<file path="config.mk">
export PLATFORM = sky130hd
export DESIGN_NAME = fabric_boot_ready_handshake
export DESIGN_NICKNAME = d
export VERILOG_FILES = /design/src/hw/fabric_boot_pkg.sv /design/src/hw/flag_sync_if.sv /design/src/hw/fabric_boot_ready_handshake.sv /design/src/hw/flag_synchronizer.sv
export SDC_FILE = /design/constraint.sdc
export NUM_CORES = 1
export LEC_CHECK = 0
export BUFFER_PORTS_ARGS = -buffer_cell sky130_fd_sc_hd__buf_2
export CAP_MARGIN = 40
export CORE_UTILIZATION = 58
export DETAILED_ROUTE_END_ITERATION = 16
export PLACE_DENSITY = 0.82
export SKIP_LAST_GASP = 1
export SLEW_MARGIN = 15
export SYNTH_ARGS = -nofsm -noshare
export SYNTH_HDL_FRONTEND = slang
export SYNTH_SLANG_ARGS = --single-unit
</file>
<file path="constraint.sdc">
create_clock -name clock -period 3.2 [get_ports clock]
set_clock_uncertainty 0.1 [all_clocks]
set_input_delay 0.32 -clock clock [delete_from_list [all_inputs] [get_ports clock]]
set_output_delay 0.32 -clock clock [all_outputs]
set_load 0.02 [all_outputs]
</file>
<file path="src/hw/fabric_boot_pkg.sv">
// Constants and types shared by the fabric boot handshake design files.
package fabric_boot_pkg;

    // ========================================================================
    // Flag positions on the synchroniser vector
    // ========================================================================
    localparam int FLAG_COUNT       = 3;
    localparam int FLAG_CONFIGURED  = 0;
    localparam int FLAG_MEM_READY   = 1;
    localparam int FLAG_FALLBACK    = 2;
    localparam int SYNC_STAGES      = 2;

    // ========================================================================
    // Timing
    // ========================================================================
    localparam int CLOCK_PERIOD_NS  = 10;
    localparam int POLL_INTERVAL_NS = 1000;
    localparam int POLL_TIMER_WIDTH = 7;
    localparam logic [POLL_TIMER_WIDTH-1:0] POLL_INTERVAL_CYCLES =
        POLL_TIMER_WIDTH'(POLL_INTERVAL_NS / CLOCK_PERIOD_NS);
    localparam logic [POLL_TIMER_WIDTH-1:0] POLL_TIMER_RESET = 7'h00;

    // ========================================================================
    // Counters and reset values
    // ========================================================================
    localparam int POLL_COUNT_WIDTH = 16;
    localparam logic [POLL_COUNT_WIDTH-1:0] POLL_COUNT_RESET = 16'h0000;
    localparam logic [POLL_COUNT_WIDTH-1:0] POLL_COUNT_MAX   = 16'hffff;
    localparam logic [FLAG_COUNT-1:0]       SYNC_RESET       = 3'h0;
    localparam logic                        FLAG_RESET       = 1'h0;

    // ========================================================================
    // Poll sequencer states
    // ========================================================================
    typedef enum logic [1:0] {
        POLL_IDLE  = 2'h0,
        POLL_WAIT  = 2'h1,
        POLL_GRANT = 2'h3
    } poll_state_t;

endpackage : fabric_boot_pkg

</file>
<file path="src/hw/flag_sync_if.sv">
// Interface carrying the raw fabric flags into the synchroniser and the clean copies back out.
`timescale 1ns/10ps
interface flag_sync_if;
    import fabric_boot_pkg::*;

    logic [FLAG_COUNT-1:0] rawFlags;
    logic [FLAG_COUNT-1:0] syncFlags;

    modport synchronizer (
        input  rawFlags,
        output syncFlags
    );

    modport consumer (
        output rawFlags,
        input  syncFlags
    );
endinterface : flag_sync_if

</file>
<file path="src/hw/fabric_boot_ready_handshake.sv">
// Boot handshake logic that qualifies and polls the fabric boot flag group for the boot ROM.
//
// What this block does
// - Accept a fabric input flag saying a preloader sits in fabric on-chip memory.
// - Accept a separate fabric flag saying a fallback preloader exists in fabric memory.
// - Poll the active-high memory-ready flag before writing fabric memory at offset zero.
// - Force memory-ready low while the fabric is unconfigured, preventing false ready.
// - Read a fabric-held public key only while memory-ready is asserted; otherwise ignore it.
// - Poll the fallback-available flag once every preloader source has failed.
// - Hold fallback-available low whenever the fabric is not configured.
// - Keep polling both flags without limit; proceed only when both read set.
`timescale 1ns/10ps
module fabric_boot_ready_handshake
    import fabric_boot_pkg::*;
(
    input  wire logic                        clock,
    input  wire logic                        reset_n,
    input  wire logic                        fabricConfigured,
    input  wire logic                        fabricMemoryReadyFlag,
    input  wire logic                        fallbackImageAvailableFlag,
    input  wire logic                        fabricBootRequest,
    input  wire logic                        allSourcesFailed,
    input  wire logic                        publicKeyInFabric,
    output logic                             memoryReadyStatus,
    output logic                             fallbackAvailableStatus,
    output logic                             fabricBootGo,
    output logic                             pollActive,
    output logic                             keyReadEnable,
    output logic                             keyWithheld,
    output logic [POLL_COUNT_WIDTH-1:0]      pollAttempts
);

    // ========================================================================
    // Synchronisation of the fabric flags
    // ========================================================================
    flag_sync_if syncBus ();

    assign syncBus.rawFlags[FLAG_CONFIGURED] = fabricConfigured;
    assign syncBus.rawFlags[FLAG_MEM_READY]  = fabricMemoryReadyFlag;
    assign syncBus.rawFlags[FLAG_FALLBACK]   = fallbackImageAvailableFlag;

    flag_synchronizer u_flag_synchronizer (
        .clock   (clock),
        .reset_n (reset_n),
        .flags   (syncBus.synchronizer)
    );

    // A flag only counts while the fabric reports itself configured, so a half-loaded
    // fabric with floating outputs can never fake a ready indication.
    function automatic logic gateFlag(input logic [FLAG_COUNT-1:0] f, input int idx);
        gateFlag = f[idx] & f[FLAG_CONFIGURED];
    endfunction

    logic readyLive;
    logic fallbackLive;

    assign readyLive    = gateFlag(syncBus.syncFlags, FLAG_MEM_READY);
    assign fallbackLive = gateFlag(syncBus.syncFlags, FLAG_FALLBACK);

    // ========================================================================
    // Poll sequencer
    // ========================================================================
    poll_state_t                  state_r;
    poll_state_t                  state_nxt;
    logic [POLL_TIMER_WIDTH-1:0]  timer_r;
    logic [POLL_TIMER_WIDTH-1:0]  timer_nxt;
    logic [POLL_COUNT_WIDTH-1:0]  attempts_r;
    logic [POLL_COUNT_WIDTH-1:0]  attempts_nxt;
    logic                         readySample_r;
    logic                         readySample_nxt;
    logic                         fallbackSample_r;
    logic                         fallbackSample_nxt;
    logic                         wantFabric;
    logic                         pollTick;

    // Either a direct fabric boot or the last-resort fallback starts polling.
    assign wantFabric = fabricBootRequest | allSourcesFailed;
    assign pollTick   = (timer_r == POLL_TIMER_RESET);

    always_comb begin
        state_nxt          = state_r;
        timer_nxt          = timer_r;
        attempts_nxt       = attempts_r;
        readySample_nxt    = readySample_r;
        fallbackSample_nxt = fallbackSample_r;
        unique case (state_r)
            POLL_IDLE: begin
                // The first poll happens on the first cycle in POLL_WAIT.
                timer_nxt          = POLL_TIMER_RESET;
                readySample_nxt    = FLAG_RESET;
                fallbackSample_nxt = FLAG_RESET;
                if (wantFabric) begin
                    state_nxt    = POLL_WAIT;
                    attempts_nxt = POLL_COUNT_RESET;
                end
            end
            POLL_WAIT: begin
                if (!wantFabric) begin
                    state_nxt = POLL_IDLE;
                end else if (pollTick) begin
                    // Sampling is periodic, which is why the fabric must hold its flags steady.
                    timer_nxt          = POLL_INTERVAL_CYCLES - 7'h01;
                    readySample_nxt    = readyLive;
                    fallbackSample_nxt = fallbackLive;
                    if (attempts_r != POLL_COUNT_MAX) begin
                        attempts_nxt = attempts_r + 16'h0001;
                    end
                    // No timeout: the sequencer waits here for as long as it takes.
                    if (readyLive && fallbackLive) begin
                        state_nxt = POLL_GRANT;
                    end
                end else begin
                    timer_nxt = timer_r - 7'h01;
                end
            end
            POLL_GRANT: begin
                readySample_nxt    = readyLive;
                fallbackSample_nxt = fallbackLive;
                if (!wantFabric) begin
                    state_nxt = POLL_IDLE;
                end else if (!(readyLive && fallbackLive)) begin
                    // Fabric lost configuration or dropped a flag: go back to polling.
                    state_nxt = POLL_WAIT;
                    timer_nxt = POLL_TIMER_RESET;
                end
            end
            default: begin
                state_nxt = POLL_IDLE;
            end
        endcase
    end

    always_ff @(posedge clock) begin
        if (!reset_n) begin
            state_r          <= POLL_IDLE;
            timer_r          <= POLL_TIMER_RESET;
            attempts_r       <= POLL_COUNT_RESET;
            readySample_r    <= FLAG_RESET;
            fallbackSample_r <= FLAG_RESET;
        end else begin
            state_r          <= state_nxt;
            timer_r          <= timer_nxt;
            attempts_r       <= attempts_nxt;
            readySample_r    <= readySample_nxt;
            fallbackSample_r <= fallbackSample_nxt;
        end
    end

    // ========================================================================
    // Registered outputs
    // ========================================================================
    logic memoryReady_r;
    logic memoryReady_nxt;
    logic fallbackAvail_r;
    logic fallbackAvail_nxt;
    logic bootGo_r;
    logic bootGo_nxt;
    logic pollActive_r;
    logic pollActive_nxt;
    logic keyRead_r;
    logic keyRead_nxt;
    logic keyWithheld_r;
    logic keyWithheld_nxt;

    always_comb begin
        memoryReady_nxt   = readyLive;
        fallbackAvail_nxt = fallbackLive;
        bootGo_nxt        = (state_nxt == POLL_GRANT);
        pollActive_nxt    = (state_nxt == POLL_WAIT);
        // The key path follows the live flag so a dropped ready stops key reads at once.
        keyRead_nxt       = publicKeyInFabric && (state_nxt != POLL_IDLE) && readyLive;
        keyWithheld_nxt   = publicKeyInFabric && (state_nxt != POLL_IDLE) && !readyLive;
    end

    always_ff @(posedge clock) begin
        if (!reset_n) begin
            memoryReady_r   <= FLAG_RESET;
            fallbackAvail_r <= FLAG_RESET;
            bootGo_r        <= FLAG_RESET;
            pollActive_r    <= FLAG_RESET;
            keyRead_r       <= FLAG_RESET;
            keyWithheld_r   <= FLAG_RESET;
        end else begin
            memoryReady_r   <= memoryReady_nxt;
            fallbackAvail_r <= fallbackAvail_nxt;
            bootGo_r        <= bootGo_nxt;
            pollActive_r    <= pollActive_nxt;
            keyRead_r       <= keyRead_nxt;
            keyWithheld_r   <= keyWithheld_nxt;
        end
    end

    assign memoryReadyStatus       = memoryReady_r;
    assign fallbackAvailableStatus = fallbackAvail_r;
    assign fabricBootGo            = bootGo_r;
    assign pollActive              = pollActive_r;
    assign keyReadEnable           = keyRead_r;
    assign keyWithheld             = keyWithheld_r;
    assign pollAttempts            = attempts_r;

endmodule // fabric_boot_ready_handshake

</file>
<file path="src/hw/flag_synchronizer.sv">
// Two-stage synchroniser for the level flags that arrive from the fabric.
`timescale 1ns/10ps
module flag_synchronizer
    import fabric_boot_pkg::*;
(
    input  wire logic clock,
    input  wire logic reset_n,
    flag_sync_if.synchronizer flags
);

    logic [FLAG_COUNT-1:0] stageOne_r;
    logic [FLAG_COUNT-1:0] stageTwo_r;
    logic [FLAG_COUNT-1:0] stageOne_nxt;
    logic [FLAG_COUNT-1:0] stageTwo_nxt;

    // ========================================================================
    // Per-flag stages
    // ========================================================================
    // The first stage feeds only the second; nothing else may look at it.
    genvar gi;
    generate
        for (gi = 0; gi < FLAG_COUNT; gi++) begin : g_flag
            always_comb begin
                stageOne_nxt[gi] = flags.rawFlags[gi];
                stageTwo_nxt[gi] = stageOne_r[gi];
            end
        end
    endgenerate

    always_ff @(posedge clock) begin
        if (!reset_n) begin
            stageOne_r <= SYNC_RESET;
            stageTwo_r <= SYNC_RESET;
        end else begin
            stageOne_r <= stageOne_nxt;
            stageTwo_r <= stageTwo_nxt;
        end
    end

    assign flags.syncFlags = stageTwo_r;

endmodule // flag_synchronizer

</file>
==> results.cfg <==
[global_route]
overflow = 0
grt_pass1_wl_um = 6130
grt_max_degree = 18
grt_pass1_vias = 1436
grt.total_usage = 0.247
antenna_found_initial = 0

[yosys]
yosysUniqueCellTypes = 37
synth.avg_cell_area_um2 = 8.82
synth-edff-count = 0
synth_ff_type = dfxtp_1
postSynth.asyncResetShare = 0
syn-num-nets = 202
ys_ff_latch = 37
yosysSeqAreaShare = 0.440
yosys_warnings = 0
synthCells = 191
synth_area_um2 = 1680

[detailed_routing]
drt-pass1-iter-count = 4
routed_wl_um = 3620
routed_via_density = 6.03
wire_per_inst_um = 14.3
ant_nets = 0
vias = 1531
route.detailed.drc = 0
drt_iter0_drc = 96

[final_layout]
areaGrowthSynthToFinish_pct = 14.6
fin_nets = 233
multi_input_area_um2 = 898
postLayoutCoreUtil = 0.700
drive_gt1_frac = 0.202
finish.instance_area_um2 = 1930
fillers = 229
finalNonFillerCells = 254
regArea_um2 = 741
num_antenna_cells = 0

[setup_path]
worst-path-max-fanout = 12
cp-start-kind = register
cp_slowest_stage_delay_ns = 0.54
cp-end-kind = register
crit_buf_inv = 1
cp_cell_sequence = inv_1, ha_1, nor4b_4, o2111ai_4, a21o_1, or4_1, a21oi_1
required_ns = 3.37
r2r-start = timer_r[0]$_SDFFE_PN0P_
crit_family = simple AND/OR/NAND/NOR gates
crit_arrival_ns = 2.53
cp_slowest_cell = or4_1
criticalPathCategory = register to register
rr_worst_depth = 7
r2r_setup_slack_ns = 0.83
r2r-end = pollAttempts[13]$_SDFFE_PN0P_
crit_path_start = timer_r[0]$_SDFFE_PN0P_

[placed_design]
post_dp_cell_area_um2 = 1850
place_congestion = 0.896
pre_cts_ws_ns = 0.928
dp_hpwl_um = 2560
place_inst = 246
portBuffers = 29

[power_and_ir_drop]
power_uw = 939
p_leak_nw = 0.763
cellPowerDensity_nw_per_um2 = 487
peakVddDrop_mv = 0.590

[clock_tree]
root_buffer = clkbuf_4
insertion_delay_ns = 0.34
cts_buffers = 5
cts_tree = done
cts_max_path_buffers = 2
cts_hold_buf = 0
clock-sinks = 37
cts.clk_slew.worst_paths_ns = 0.12
h-tree-depth = 2
cts_post_setup_buffers_inserted = 0
cts_resized = 0

[status]
outcome = finished, final reports clean

[die]
die_width_um = 55.9
fp-row-count = 19
die_area_um2 = 3120
die_y_um = 55.9
core_area_um2 = 2760
num_io_pins = 30
start_util = 0.611

[timing]
drv_slew = 0
timing.final.crit_period_ns = 2.37
setup_viol = 0
fmax_mhz = 423
slew_headroom = 0.655
rsz0062_at_grt = false
finalHoldWorstSlack_ns = 0.0735
hold_viol_final = 0
tightest_slew_ns = 0.514
tns_ns = 0
setup_ws_ns = 0.834
fin_crit_sh = 0.739

[hold_path]
hp-class = input port to register
min_to = u_flag_synchronizer.stageOne_r[0]$_SDFF_PN0_
worstHoldStart = fabricConfigured
whs_path_depth = 2

[job]
maxCapViolCount = 0
layout make-up:
type                    instances  share of cell area
well taps                      31              0.0201
clock inverters                 3              0.0240
flip-flops and latches         37               0.384
inverters                       4             0.00778
multi-input cells             144               0.466
repair buffers                 30              0.0791
clock buffers                   5              0.0195
flip-flops by register name, summed over array words and instances (netlist names):
name	cells
u_flag_synchronizer.flags.syncFlags	3
fallbackAvailableStatus	1
state_r	2
timer_r	7
u_flag_synchronizer.stageOne_r	3
fabricBootGo	1
keyWithheld	1
pollActive	1
memoryReadyStatus	1
keyReadEnable	1
pollAttempts	16
worst max-delay path by stage:
| stage | end | slack (ns) | cells after the start |
|---|---|---|---|
| floorplan | pollAttempts[7]$_SDFFE_PN0P_ | 1.20 | 7 |
| global placement | pollAttempts[13]$_SDFFE_PN0P_ | 1.05 | 7 |
| detailed placement | pollAttempts[15]$_SDFFE_PN0P_ | 0.93 | 7 |
| CTS | pollAttempts[13]$_SDFFE_PN0P_ | 0.83 | 7 |
| global route | pollAttempts[13]$_SDFFE_PN0P_ | 0.67 | 7 |
| finish | pollAttempts[13]$_SDFFE_PN0P_ | 0.83 | 7 |
synthesized netlist by cell type, drive strengths merged, types with 4 or more instances:
cell | number | share of area
dfxtp | 37 | 0.44
nor2 | 20 | 0.045
a21oi | 18 | 0.053
nand2 | 18 | 0.040
nand3 | 9 | 0.027
and2 | 8 | 0.030
xnor2 | 8 | 0.042
nor4 | 7 | 0.030
o21ai | 6 | 0.018
a211oi | 5 | 0.022
clkbuf | 5 | 0.011
nand4 | 5 | 0.019
o31ai | 5 | 0.022
or4 | 5 | 0.022
inv | 4 | 0.0089
o211ai | 4 | 0.018
cell usage in the layout, fill, tap and decap left out, drive strengths merged, types with 3 or more instances in the layout:
master   n
inv      4
xnor2    8
nand2   18
nor4     7
o211ai   4
o21ai    6
and2     8
and3     3
buf     30
a21oi   18
nand4    5
or4      5
clkbuf   5
dfxtp   37
ha       3
a211oi   5
o31ai    5
nand3    9
nor2    20
and4     3
power by group:
part	leakage, nW	internal (mW)	switching, mW	total (mW)
registers	0.301	0.475	0.0153	0.491
clock network	0.0414	0.165	0.163	0.329
logic	0.421	0.0464	0.0735	0.120
total	0.763	0.687	0.252	0.939
cell families after synthesis:
| family | Yosys count | share of synthesized area |
|---|---|---|
| AND/OR/NAND/NOR | 87 | 0.287 |
| flip-flops | 37 | 0.440 |
| AO/OA/AOI/OAI | 44 | 0.172 |
| adder cells (fa/ha/maj) | 3 | 0.0223 |
| buffers and inverters | 10 | 0.0267 |
| XOR/XNOR | 10 | 0.0520 |
routing by layer:
metal,global-route usage,up-vias,routed length (um)
met3,0.0674,8,153
met1,0.275,707,1520
met2,0.444,50,1870
met4,0.101,0,72
li1,-,766,-
met5,0,-,0
(Power assumes the default switching activity.)
